$ cat config.mk
export PLATFORM = sky130hd
export DESIGN_NAME = dpwc_top
export DESIGN_NICKNAME = d
export VERILOG_FILES = /design/src/rtl/dpwc_top.v
export VERILOG_INCLUDE_DIRS = /design/src /design/src/rtl
export SDC_FILE = /design/constraint.sdc
export NUM_CORES = 1
export LEC_CHECK = 0
export BUFFER_PORTS_ARGS = -buffer_cell sky130_fd_sc_hd__buf_2
export CORE_UTILIZATION = 35
export DETAILED_ROUTE_END_ITERATION = 6
export PLACE_DENSITY = 0.54
export SKIP_CTS_REPAIR_TIMING = 1
export SLEW_MARGIN = 20
export SYNTH_ARGS = -nofsm -noshare
export SYNTH_HDL_FRONTEND = slang
export SYNTH_SLANG_ARGS = --single-unit
$ cat constraint.sdc
create_clock -name core_clk -period 3.64 [get_ports core_clk]
set_input_delay 0.728 -clock core_clk [delete_from_list [all_inputs] [get_ports core_clk]]
set_output_delay 0.728 -clock core_clk [all_outputs]
set_load 0.05 [all_outputs]
$ cat src/rtl/dpwc_consts.vh
`ifndef DPWC_CONSTS_VH
`define DPWC_CONSTS_VH
// ----------------------------------------------------------------
// identity, locations and reset values
// ----------------------------------------------------------------
// identification value is arbitrary
`define DPWC_ID_HI 5'h13
`define DPWC_LOC_WIPER 8'h00
`define DPWC_LOC_ACCESS 8'h02
`define DPWC_ACCESS_VOL 8'h80
`define DPWC_ACCESS_RST 8'h00
`define DPWC_MIDSCALE 7'h40
`define DPWC_STORE_RST 7'h40
// ----------------------------------------------------------------
// timing
// ----------------------------------------------------------------
`define DPWC_CLK_HZ 25000000
`define DPWC_NV_WRITE_MS 20
`define DPWC_NV_WRITE_CYC ((`DPWC_CLK_HZ / 1000) * `DPWC_NV_WRITE_MS)
`define DPWC_POWERUP_US 3000
`define DPWC_POWERUP_CYC ((`DPWC_CLK_HZ / 1000000) * `DPWC_POWERUP_US)
`endif

$ cat src/rtl/dpwc_top.v
`timescale 1ns/1ns
`default_nettype none
`include "dpwc_consts.vh"
module dpwc_top #(
    parameter [31:0] NV_WRITE_CYC = `DPWC_NV_WRITE_CYC,
    parameter [31:0] POWERUP_CYC = `DPWC_POWERUP_CYC
) (
    input wire core_clk,
    input wire rst_n,
    input wire scl_in,
    input wire sda_in,
    output reg sda_out,
    output reg sda_oe,
    input wire [1:0] addr_strap_pins,
    output reg [6:0] tap_select,
    output wire nv_busy,
    output wire powerup_busy,
    output wire [7:0] access_select_reg,
    output wire [6:0] power_on_value_store
);
// ----------------------------------------------------------------
// input synchronisers
// ----------------------------------------------------------------
reg [1:0] scl_s_q;
reg [1:0] sda_s_q;
reg [1:0] strap_a_q;
reg [1:0] strap_b_q;
reg scl_d1_q;
reg sda_d1_q;
// two flops per pin, then one history stage on scl and sda for edge finding
always @(posedge core_clk or negedge rst_n) begin
    if (!rst_n) begin
        scl_s_q <= 2'b11;
        sda_s_q <= 2'b11;
        strap_a_q <= 2'b00;
        strap_b_q <= 2'b00;
        scl_d1_q <= 1'b1;
        sda_d1_q <= 1'b1;
    end else begin
        scl_s_q <= {scl_s_q[0], scl_in};
        sda_s_q <= {sda_s_q[0], sda_in};
        strap_a_q <= addr_strap_pins;
        strap_b_q <= strap_a_q;
        scl_d1_q <= scl_s_q[1];
        sda_d1_q <= sda_s_q[1];
    end
end
wire scl = scl_s_q[1];
wire sda = sda_s_q[1];
wire scl_rise = scl & ~scl_d1_q;
wire scl_fall = ~scl & scl_d1_q;
wire start_c = scl & scl_d1_q & sda_d1_q & ~sda;
wire stop_c = scl & scl_d1_q & ~sda_d1_q & sda;
// ----------------------------------------------------------------
// power-up recall and non-volatile write timer
// ----------------------------------------------------------------
reg [31:0] pu_cnt_q;
reg [31:0] nv_cnt_q;
reg [6:0] store_q;
reg [6:0] wiper_q;
reg [7:0] access_q;
reg nv_pend_q;
reg [6:0] nv_data_q;
assign powerup_busy = (pu_cnt_q != 32'h0000_0000);
assign nv_busy = (nv_cnt_q != 32'h0000_0000);
assign access_select_reg = access_q;
assign power_on_value_store = store_q;
wire quiet = powerup_busy | nv_busy;
// ----------------------------------------------------------------
// serial slave state machine
// ----------------------------------------------------------------
localparam [4:0] ST_IDLE = 5'b00001;
localparam [4:0] ST_RX = 5'b00010;
localparam [4:0] ST_ACK = 5'b00100;
localparam [4:0] ST_TX = 5'b01000;
localparam [4:0] ST_MACK = 5'b10000;
reg [4:0] st_q;
reg [3:0] bit_q;
reg [7:0] sh_q;
reg [1:0] byte_q; // 0 ident, 1 location, 2+ data
reg rd_q;
reg [7:0] loc_q;
reg ack_pend_q;
reg wr_nv_q;

// read source per location and access mode
function [7:0] read_val;
    input [7:0] loc;
    input [7:0] acc;
    input [6:0] wip;
    input [6:0] sto;
    begin
        if (loc == `DPWC_LOC_ACCESS)
            read_val = acc;
        else if (loc == `DPWC_LOC_WIPER)
            read_val = {1'b0, (acc == `DPWC_ACCESS_VOL) ? wip : sto};
        else
            read_val = 8'h00;
    end
endfunction

wire [7:0] rx_byte = {sh_q[6:0], sda};
wire id_ok = (rx_byte[7:3] == `DPWC_ID_HI) &&
    (rx_byte[2:1] == strap_b_q);
// byte handed out by a read at the current location
wire [7:0] rd_now = read_val(loc_q, access_q, wiper_q, store_q);

// protocol engine
always @(posedge core_clk or negedge rst_n) begin
    if (!rst_n) begin
        st_q <= ST_IDLE;
        bit_q <= 4'h0;
        sh_q <= 8'h00;
        byte_q <= 2'b00;
        rd_q <= 1'b0;
        loc_q <= 8'h00;
        ack_pend_q <= 1'b0;
        sda_out <= 1'b0;
        sda_oe <= 1'b0;
        wiper_q <= `DPWC_MIDSCALE;
        access_q <= `DPWC_ACCESS_RST;
        store_q <= `DPWC_STORE_RST;
        tap_select <= `DPWC_MIDSCALE;
        pu_cnt_q <= 32'h0000_0001;
        nv_cnt_q <= 32'h0000_0000;
        nv_pend_q <= 1'b0;
        nv_data_q <= 7'h00;
        wr_nv_q <= 1'b0;
    end else begin
        sda_out <= 1'b0;
        tap_select <= wiper_q;
        // power-up: midscale until the recall completes
        if (powerup_busy) begin
            if (pu_cnt_q >= POWERUP_CYC)
                pu_cnt_q <= 32'h0000_0000;
            else
                pu_cnt_q <= pu_cnt_q + 32'h0000_0001;
            if (pu_cnt_q >= POWERUP_CYC)
                wiper_q <= store_q;
        end
        // self-timed write cycle, committed at its end
        if (nv_busy) begin
            if (nv_cnt_q >= NV_WRITE_CYC) begin
                nv_cnt_q <= 32'h0000_0000;
                store_q <= nv_data_q;
            end else begin
                nv_cnt_q <= nv_cnt_q + 32'h0000_0001;
            end
        end
        if (stop_c) begin
            st_q <= ST_IDLE;
            sda_oe <= 1'b0;
            if (nv_pend_q && !quiet)
                nv_cnt_q <= 32'h0000_0001;
            nv_pend_q <= 1'b0;
        end else if (start_c) begin
            sda_oe <= 1'b0;
            if (quiet) begin
                st_q <= ST_IDLE;
            end else begin
                st_q <= ST_RX;
                bit_q <= 4'h0;
                byte_q <= 2'b00;
                nv_pend_q <= 1'b0;
            end
        end else begin
            case (st_q)
                ST_IDLE: begin
                    sda_oe <= 1'b0;
                end
                ST_RX: begin
                    if (scl_rise) begin
                        sh_q <= rx_byte;
                        bit_q <= bit_q + 4'h1;
                        if (bit_q == 4'h7) begin
                            ack_pend_q <= 1'b0;
                            if (byte_q == 2'b00) begin
                                rd_q <= sda;
                                ack_pend_q <= id_ok;
                                if (!id_ok)
                                    st_q <= ST_IDLE;
                            end else if (byte_q == 2'b01) begin
                                loc_q <= rx_byte;
                                ack_pend_q <= 1'b1;
                            end else begin
                                ack_pend_q <= 1'b1;
                                if (loc_q == `DPWC_LOC_ACCESS) begin
                                    access_q <= rx_byte;
                                end else if (loc_q == `DPWC_LOC_WIPER) begin
                                    wiper_q <= rx_byte[6:0];
                                    wr_nv_q <= (access_q != `DPWC_ACCESS_VOL);
                                    nv_data_q <= rx_byte[6:0];
                                end
                            end
                        end
                    end else if (scl_fall && bit_q == 4'h8) begin
                        sda_oe <= ack_pend_q;
                        st_q <= ack_pend_q ? ST_ACK : ST_IDLE;
                        if (byte_q == 2'b11 || byte_q == 2'b10)
                            nv_pend_q <= nv_pend_q | wr_nv_q;
                        wr_nv_q <= 1'b0;
                    end
                end
                ST_ACK: begin
                    if (scl_fall) begin
                        bit_q <= 4'h0;
                        if (byte_q != 2'b11)
                            byte_q <= byte_q + 2'b01;
                        if (rd_q) begin
                            sh_q <= rd_now;
                            sda_oe <= ~rd_now[7];
                            st_q <= ST_TX;
                        end else begin
                            sda_oe <= 1'b0;
                            st_q <= ST_RX;
                        end
                    end
                end
                ST_TX: begin
                    if (scl_fall) begin
                        bit_q <= bit_q + 4'h1;
                        sh_q <= {sh_q[6:0], 1'b0};
                        if (bit_q == 4'h7) begin
                            sda_oe <= 1'b0;
                            st_q <= ST_MACK;
                        end else begin
                            sda_oe <= ~sh_q[6];
                        end
                    end
                end
                ST_MACK: begin
                    if (scl_rise)
                        st_q <= sda ? ST_IDLE : ST_ACK;
                end
                default: begin
                    st_q <= ST_IDLE;
                end
            endcase
        end
    end
end
endmodule // dpwc_top
`default_nettype wire

* Word level (Yosys, flattened, before mapping)
Cells that the tools add are included.
Cells by class: muxes and demuxes 75, reductions and logical operators 32, $lt $le $gt $ge 2, add/subtract/negate cells 4, eq/ne operators 42, bitwise logic cells 20
Operator list (number):
- 32-bit two-way mux | 5
- 7-bit two-way mux | 17
- 32-bit by 1-bit adder with 32-bit output, second input constant | 2
- 32-bit nonzero test | 2
- 5-bit two-way mux | 11
- 32-bit by 17-bit >= comparator with 1-bit output, second input constant | 1
- 32-bit by 19-bit >= comparator with 1-bit output, second input constant | 1
- 9-bit AND reduction | 3
- 5-bit case mux with 5 select lines | 1
- 4-bit two-way mux | 6
- 4-bit != test, second input constant | 6
- 1-bit two-way mux | 23
- 7-bit case mux with 3 select lines | 1
- 5-bit != test, second input constant | 4
- 5-bit AND reduction | 4
- 2-bit != test, second input constant | 9
- 3-bit != test, second input constant | 5
- 7-bit AND reduction | 2
- 2-bit two-way mux | 6
- 4-bit case mux with 3 select lines | 1
- 6-bit AND reduction | 2
- 3-bit nonzero test | 4
- 1-bit inverter | 11
- 5-bit == test, second input constant | 2
- other kinds (31) | 46
Storage, ports and cells: output and inout port bits 26, bits in registers 141, bits of input ports 6, word-level logic and storage cells 198

* Depth between registers and ports, before layout
depth after elaboration 12, depth in mapped cells 9

* Worst setup path after synthesis
No wires, ideal clock.
path type flip-flop to flip-flop, from register pu_cnt_q[0], to register st_q[1], clock period less this slack 2.473 ns, setup time 0.125 ns, data required time 3.515 ns, arrival time 2.348 ns, cell stages (with the launch flop) 10, path slack 1.167 ns, cells stage by stage dfstp_2 -> inv_1 -> ha_1 -> nor4b_1 -> and4b_1 -> and3_1 -> inv_1 -> o21ai_0 -> and3b_1 -> mux2_2
Between the ends: cells in the longest elaborated chain, start to end 5
Ends and longest elaborated chain:
- start, declared | line dpwc_top.v:57 | reg [31:0] pu_cnt_q;
- start signal, assigned | line dpwc_top.v:137 | pu_cnt_q <= pu_cnt_q + 32'h0000_0001;
- 32-bit nonzero test | line dpwc_top.v:64 | assign powerup_busy = (pu_cnt_q != 32'h0000_0000);
- net powerup_busy | line dpwc_top.v:17 | output wire powerup_busy,
- 1-bit OR | line dpwc_top.v:68 | wire quiet = powerup_busy | nv_busy;
- 2-bit two-way mux | line dpwc_top.v:158 | if (quiet) begin
- 5-bit two-way mux | line dpwc_top.v:156 | end else if (start_c) begin
- 5-bit two-way mux | line dpwc_top.v:150 | if (stop_c) begin
- end signal, assigned | line dpwc_top.v:198 | st_q <= ack_pend_q ? ST_ACK : ST_IDLE;
- end signal, assigned | line dpwc_top.v:233 | st_q <= sda ? ST_IDLE : ST_ACK;
- end, declared | line dpwc_top.v:77 | reg [4:0] st_q;
The timed path passes the listed nets, and every way through them passes these cells. A chain may end at the register's enable or synchronous reset.

* Worst setup path in the final report
from register nv_cnt_q[0], to output port nv_busy
Between the ends: cells in the longest elaborated chain, start to end 1
Ends and longest elaborated chain:
- start, declared | line dpwc_top.v:58 | reg [31:0] nv_cnt_q;
- start signal, assigned | line dpwc_top.v:147 | nv_cnt_q <= nv_cnt_q + 32'h0000_0001;
- 32-bit nonzero test | line dpwc_top.v:65 | assign nv_busy = (nv_cnt_q != 32'h0000_0000);
- end, declared | line dpwc_top.v:16 | output wire nv_busy,
No other way between the ends.

==> impl_metrics.env <==
export IMPL_finalClockSkew_ps=10.8
export IMPL_crit_reg2reg_launch="nv_cnt_q[0]"
export IMPL_firstDrtPassIters=4
export IMPL_grt_util_all_layers_pct=16.0
export IMPL_vias=4424
export IMPL_crit_type="reg -> out"
export IMPL_path_max_fanout=6
export IMPL_nets=654
export IMPL_hp_class="reg -> reg"
export IMPL_die_y_um=135
export IMPL_fin_crit_ps=3050
export IMPL_dieArea_um2=18200
export IMPL_route_detailed_drc=0
export IMPL_peakVddDrop_uv=477
export IMPL_synthCells=573
export IMPL_antenna_found_initial=0
export IMPL_diodes=0
export IMPL_sw_frac_of_total_pct=22.7
export IMPL_pre_cts_ws_ps=1040
export IMPL_worst_slew_pin_slew_ps=885
export IMPL_die_w_um=135
export IMPL_yosys_warnings=0
export IMPL_cts_tree="built"
export IMPL_finalCoreUtilization_pct=42.0
export IMPL_syn_area_um2=6180
export IMPL_r2r_end="st_q[0]"
export IMPL_vias_per_cell=5.05
export IMPL_combinationalPowerShare_pct=3.3
export IMPL_status="finished, final reports clean"
export IMPL_p_per_area_nw_per_um2=467
export IMPL_ff2ff_setup_slack_ps=980
export IMPL_grt_pass1_wl_um=22300
export IMPL_areaGrowthSynthToFinish_pct=17.4
export IMPL_setup_tns_ps=0
export IMPL_worstHoldEndpoint="strap_b_q[1]"
export IMPL_p_seq_share_pct=47.9
export IMPL_drive_gt1_share_pct=16.7
export IMPL_p_int_uw=2620
export IMPL_required_ps=2910
export IMPL_reg_top3="nv_cnt_q: 32 flops, pu_cnt_q: 32 flops"
export IMPL_io_pins=32
export IMPL_hp_start="strap_a_q[1]"
export IMPL_cts_root_buf="clkbuf_16"
export IMPL_slew_violations=0
export IMPL_timing_final_hold_violations=0
export IMPL_r2r_cells=9
export IMPL_critPathCaptureType="output port"
export IMPL_clk_pin_slew_worst_paths_ps=60
export IMPL_min_path_cells=0
export IMPL_ys_types=60
export IMPL_crit_arrival_ps=2320
export IMPL_relSlewSlack_pct=41.0
export IMPL_antenna_left=0
export IMPL_min_period_over_period_pct=83.8
export IMPL_startpoint_type="register"
export IMPL_overflow=0
export IMPL_fmax_mhz=328
export IMPL_clk_path_buf_depth=2
export IMPL_synthArstFlopShare_pct=100
export IMPL_max_cap_violations=0
export IMPL_post_drt_wl_per_cell_um=15.1
export IMPL_whs_ps=346
export IMPL_fin_area_um2=7260
export IMPL_portBuffers=30
export IMPL_clock_latency_ps=430
export IMPL_yosysSeqAreaShare_pct=57.3
export IMPL_final_cell_mix="dfrtp_1 (130), nand2_1 (63), nor2_1 (58), o21ai_0 (45)"
export IMPL_cts_max_level=4
export IMPL_avgSynthCellArea_um2=10.8
export IMPL_dpl_cell_area_um2=6690
export IMPL_ys_flop_type="dfrtp_1"
export IMPL_placementRows=48
export IMPL_synth_edf_count=0
export IMPL_setup_viol_count_final=0
export IMPL_grt_setup_unrepaired="no"
export IMPL_ys_seq_elements=141
export IMPL_core_area_um2=17300
export IMPL_p_leak_uw=0.00327
export IMPL_p_sw_uw=770
export IMPL_wl_um=13200
export IMPL_power_share_clock_pct=48.7
export IMPL_dp_hpwl_um=9110
export IMPL_start_util_pct=35.7
export IMPL_setup_ws_ps=591
export IMPL_cts_buffers=17
export IMPL_fillers=1692
export IMPL_grt_pass1_vias=4482
export IMPL_drt_iter0_drc=371
export IMPL_place_gp_congestion=0.863
export IMPL_layout_commonest_cell="dfrtp_1"
export IMPL_grt_max_degree=96
export IMPL_clock_sinks=141
routing by layer:
layer  vias up  GRT usage [%]  part of all wire, %  routed length [um]
met4         0           5.93                  1.7                 221
met5         -              0                    0                   0
li1       2116              -                    -                   -
met1      2192           20.1                   45                5980
met3        21           5.03                  4.3                 574
met2        95           25.7                   49                6470
per-stage QoR:
| stage | power (uW) | instances |
|---|---|---|
| 6_report | 3390 | 876 |
| 5_1_grt | 3530 | 876 |
| 4_1_cts | 3440 | 876 |
| 3_5_place_dp | 1770 | 844 |
| 3_3_place_gp | 1760 | 844 |
| 2_1_floorplan | 1710 | 601 |
logic make-up (layout without fill, tap and decap cells):
| kind of cell | after synthesis | count (layout) | synth area share (%) |
|---|---|---|---|
| compound gates | 94 | 94 | 9.01 |
| xor+xnor | 33 | 33 | 4.68 |
| fa+ha+maj | 10 | 10 | 2.02 |
| buf+inv | 37 | 87 | 2.59 |
| flops | 141 | 141 | 57.3 |
| mux | 35 | 35 | 6.09 |
| other cells | 1 | 29 | 0.0607 |
| simple gates | 222 | 222 | 18.3 |
cells in the mapped netlist, types with 2 or more instances:
master    number  share of area, %
a211oi_1       2              0.24
and4b_1        3              0.49
clkbuf_1      12              0.73
mux2_2        21               3.8
o21ai_0       45               3.6
buf_6          2              0.36
nand4_1       13               1.3
nand3b_1       3              0.36
o211ai_1       8              0.97
ha_1          10               2.0
or2_2          3              0.30
a31oi_1        4              0.40
o22ai_1        5              0.51
dfstp_2       11               4.7
nand2b_1       6              0.61
xor2_1        26               3.7
dfrtp_1      130                53
nand2_1       63               3.8
nand3_1       20               1.6
a21oi_1       13               1.1
nor4_1        11               1.1
nor2_1        58               3.5
a21o_1         2              0.24
o31ai_1        3              0.36
nor4b_1        3              0.43
nor3_1        15               1.2
mux2i_1       14               2.3
inv_1         20               1.2
xnor2_1        7              0.99
buf_2          2              0.16
and4_1         3              0.43
and3b_1        2              0.28
o21ai_1        2              0.16
and3_1         5              0.51
power by group through the flow:
| stage | Clock [uW] | Sequential (uW) | Combinational, uW |
|---|---|---|---|
| 4_1_cts | 1700 | 1620 | 114 |
| 3_5_place_dp | 0 | 1650 | 113 |
| 6_report | 1650 | 1620 | 113 |
| 5_1_grt | 1770 | 1630 | 130 |
| 3_3_place_gp | 0 | 1650 | 111 |
| 2_1_floorplan | 0 | 1650 | 62.8 |
worst max path at each step:
stage,startpoint,cells past startpoint,endpoint,slack (ps)
final,nv_cnt_q[0],7,nv_busy,590
after CTS,nv_cnt_q[0],7,nv_busy,640
after floorplan,pu_cnt_q[0],9,st_q[1],1170
after detailed placement,nv_cnt_q[0],9,st_q[0],1040
after global placement,nv_cnt_q[0],9,st_q[0],1180
after global routing,nv_cnt_q[0],7,nv_busy,460
worst max-delay path, stage by stage (launching register included):
cell     delay, ps
dfrtp_1        450
inv_1          110
ha_1           140
nor4b_1        240
nand4_1        150
nor3_1         350
inv_1          190
buf_2          260
final cells by class:
cell class | instances | area, um^2 | share of cell area, %
repair buffers | 35 | 206 | 2.84
well taps | 225 | 282 | 3.88
clock inverters | 12 | 109 | 1.50
flip-flops and latches | 141 | 3540 | 48.8
clock buffers | 20 | 457 | 6.29
multi-input cells | 423 | 2590 | 35.7
inverters | 20 | 75.1 | 1.03
Note: power is estimated with default switching activity, not from simulation.
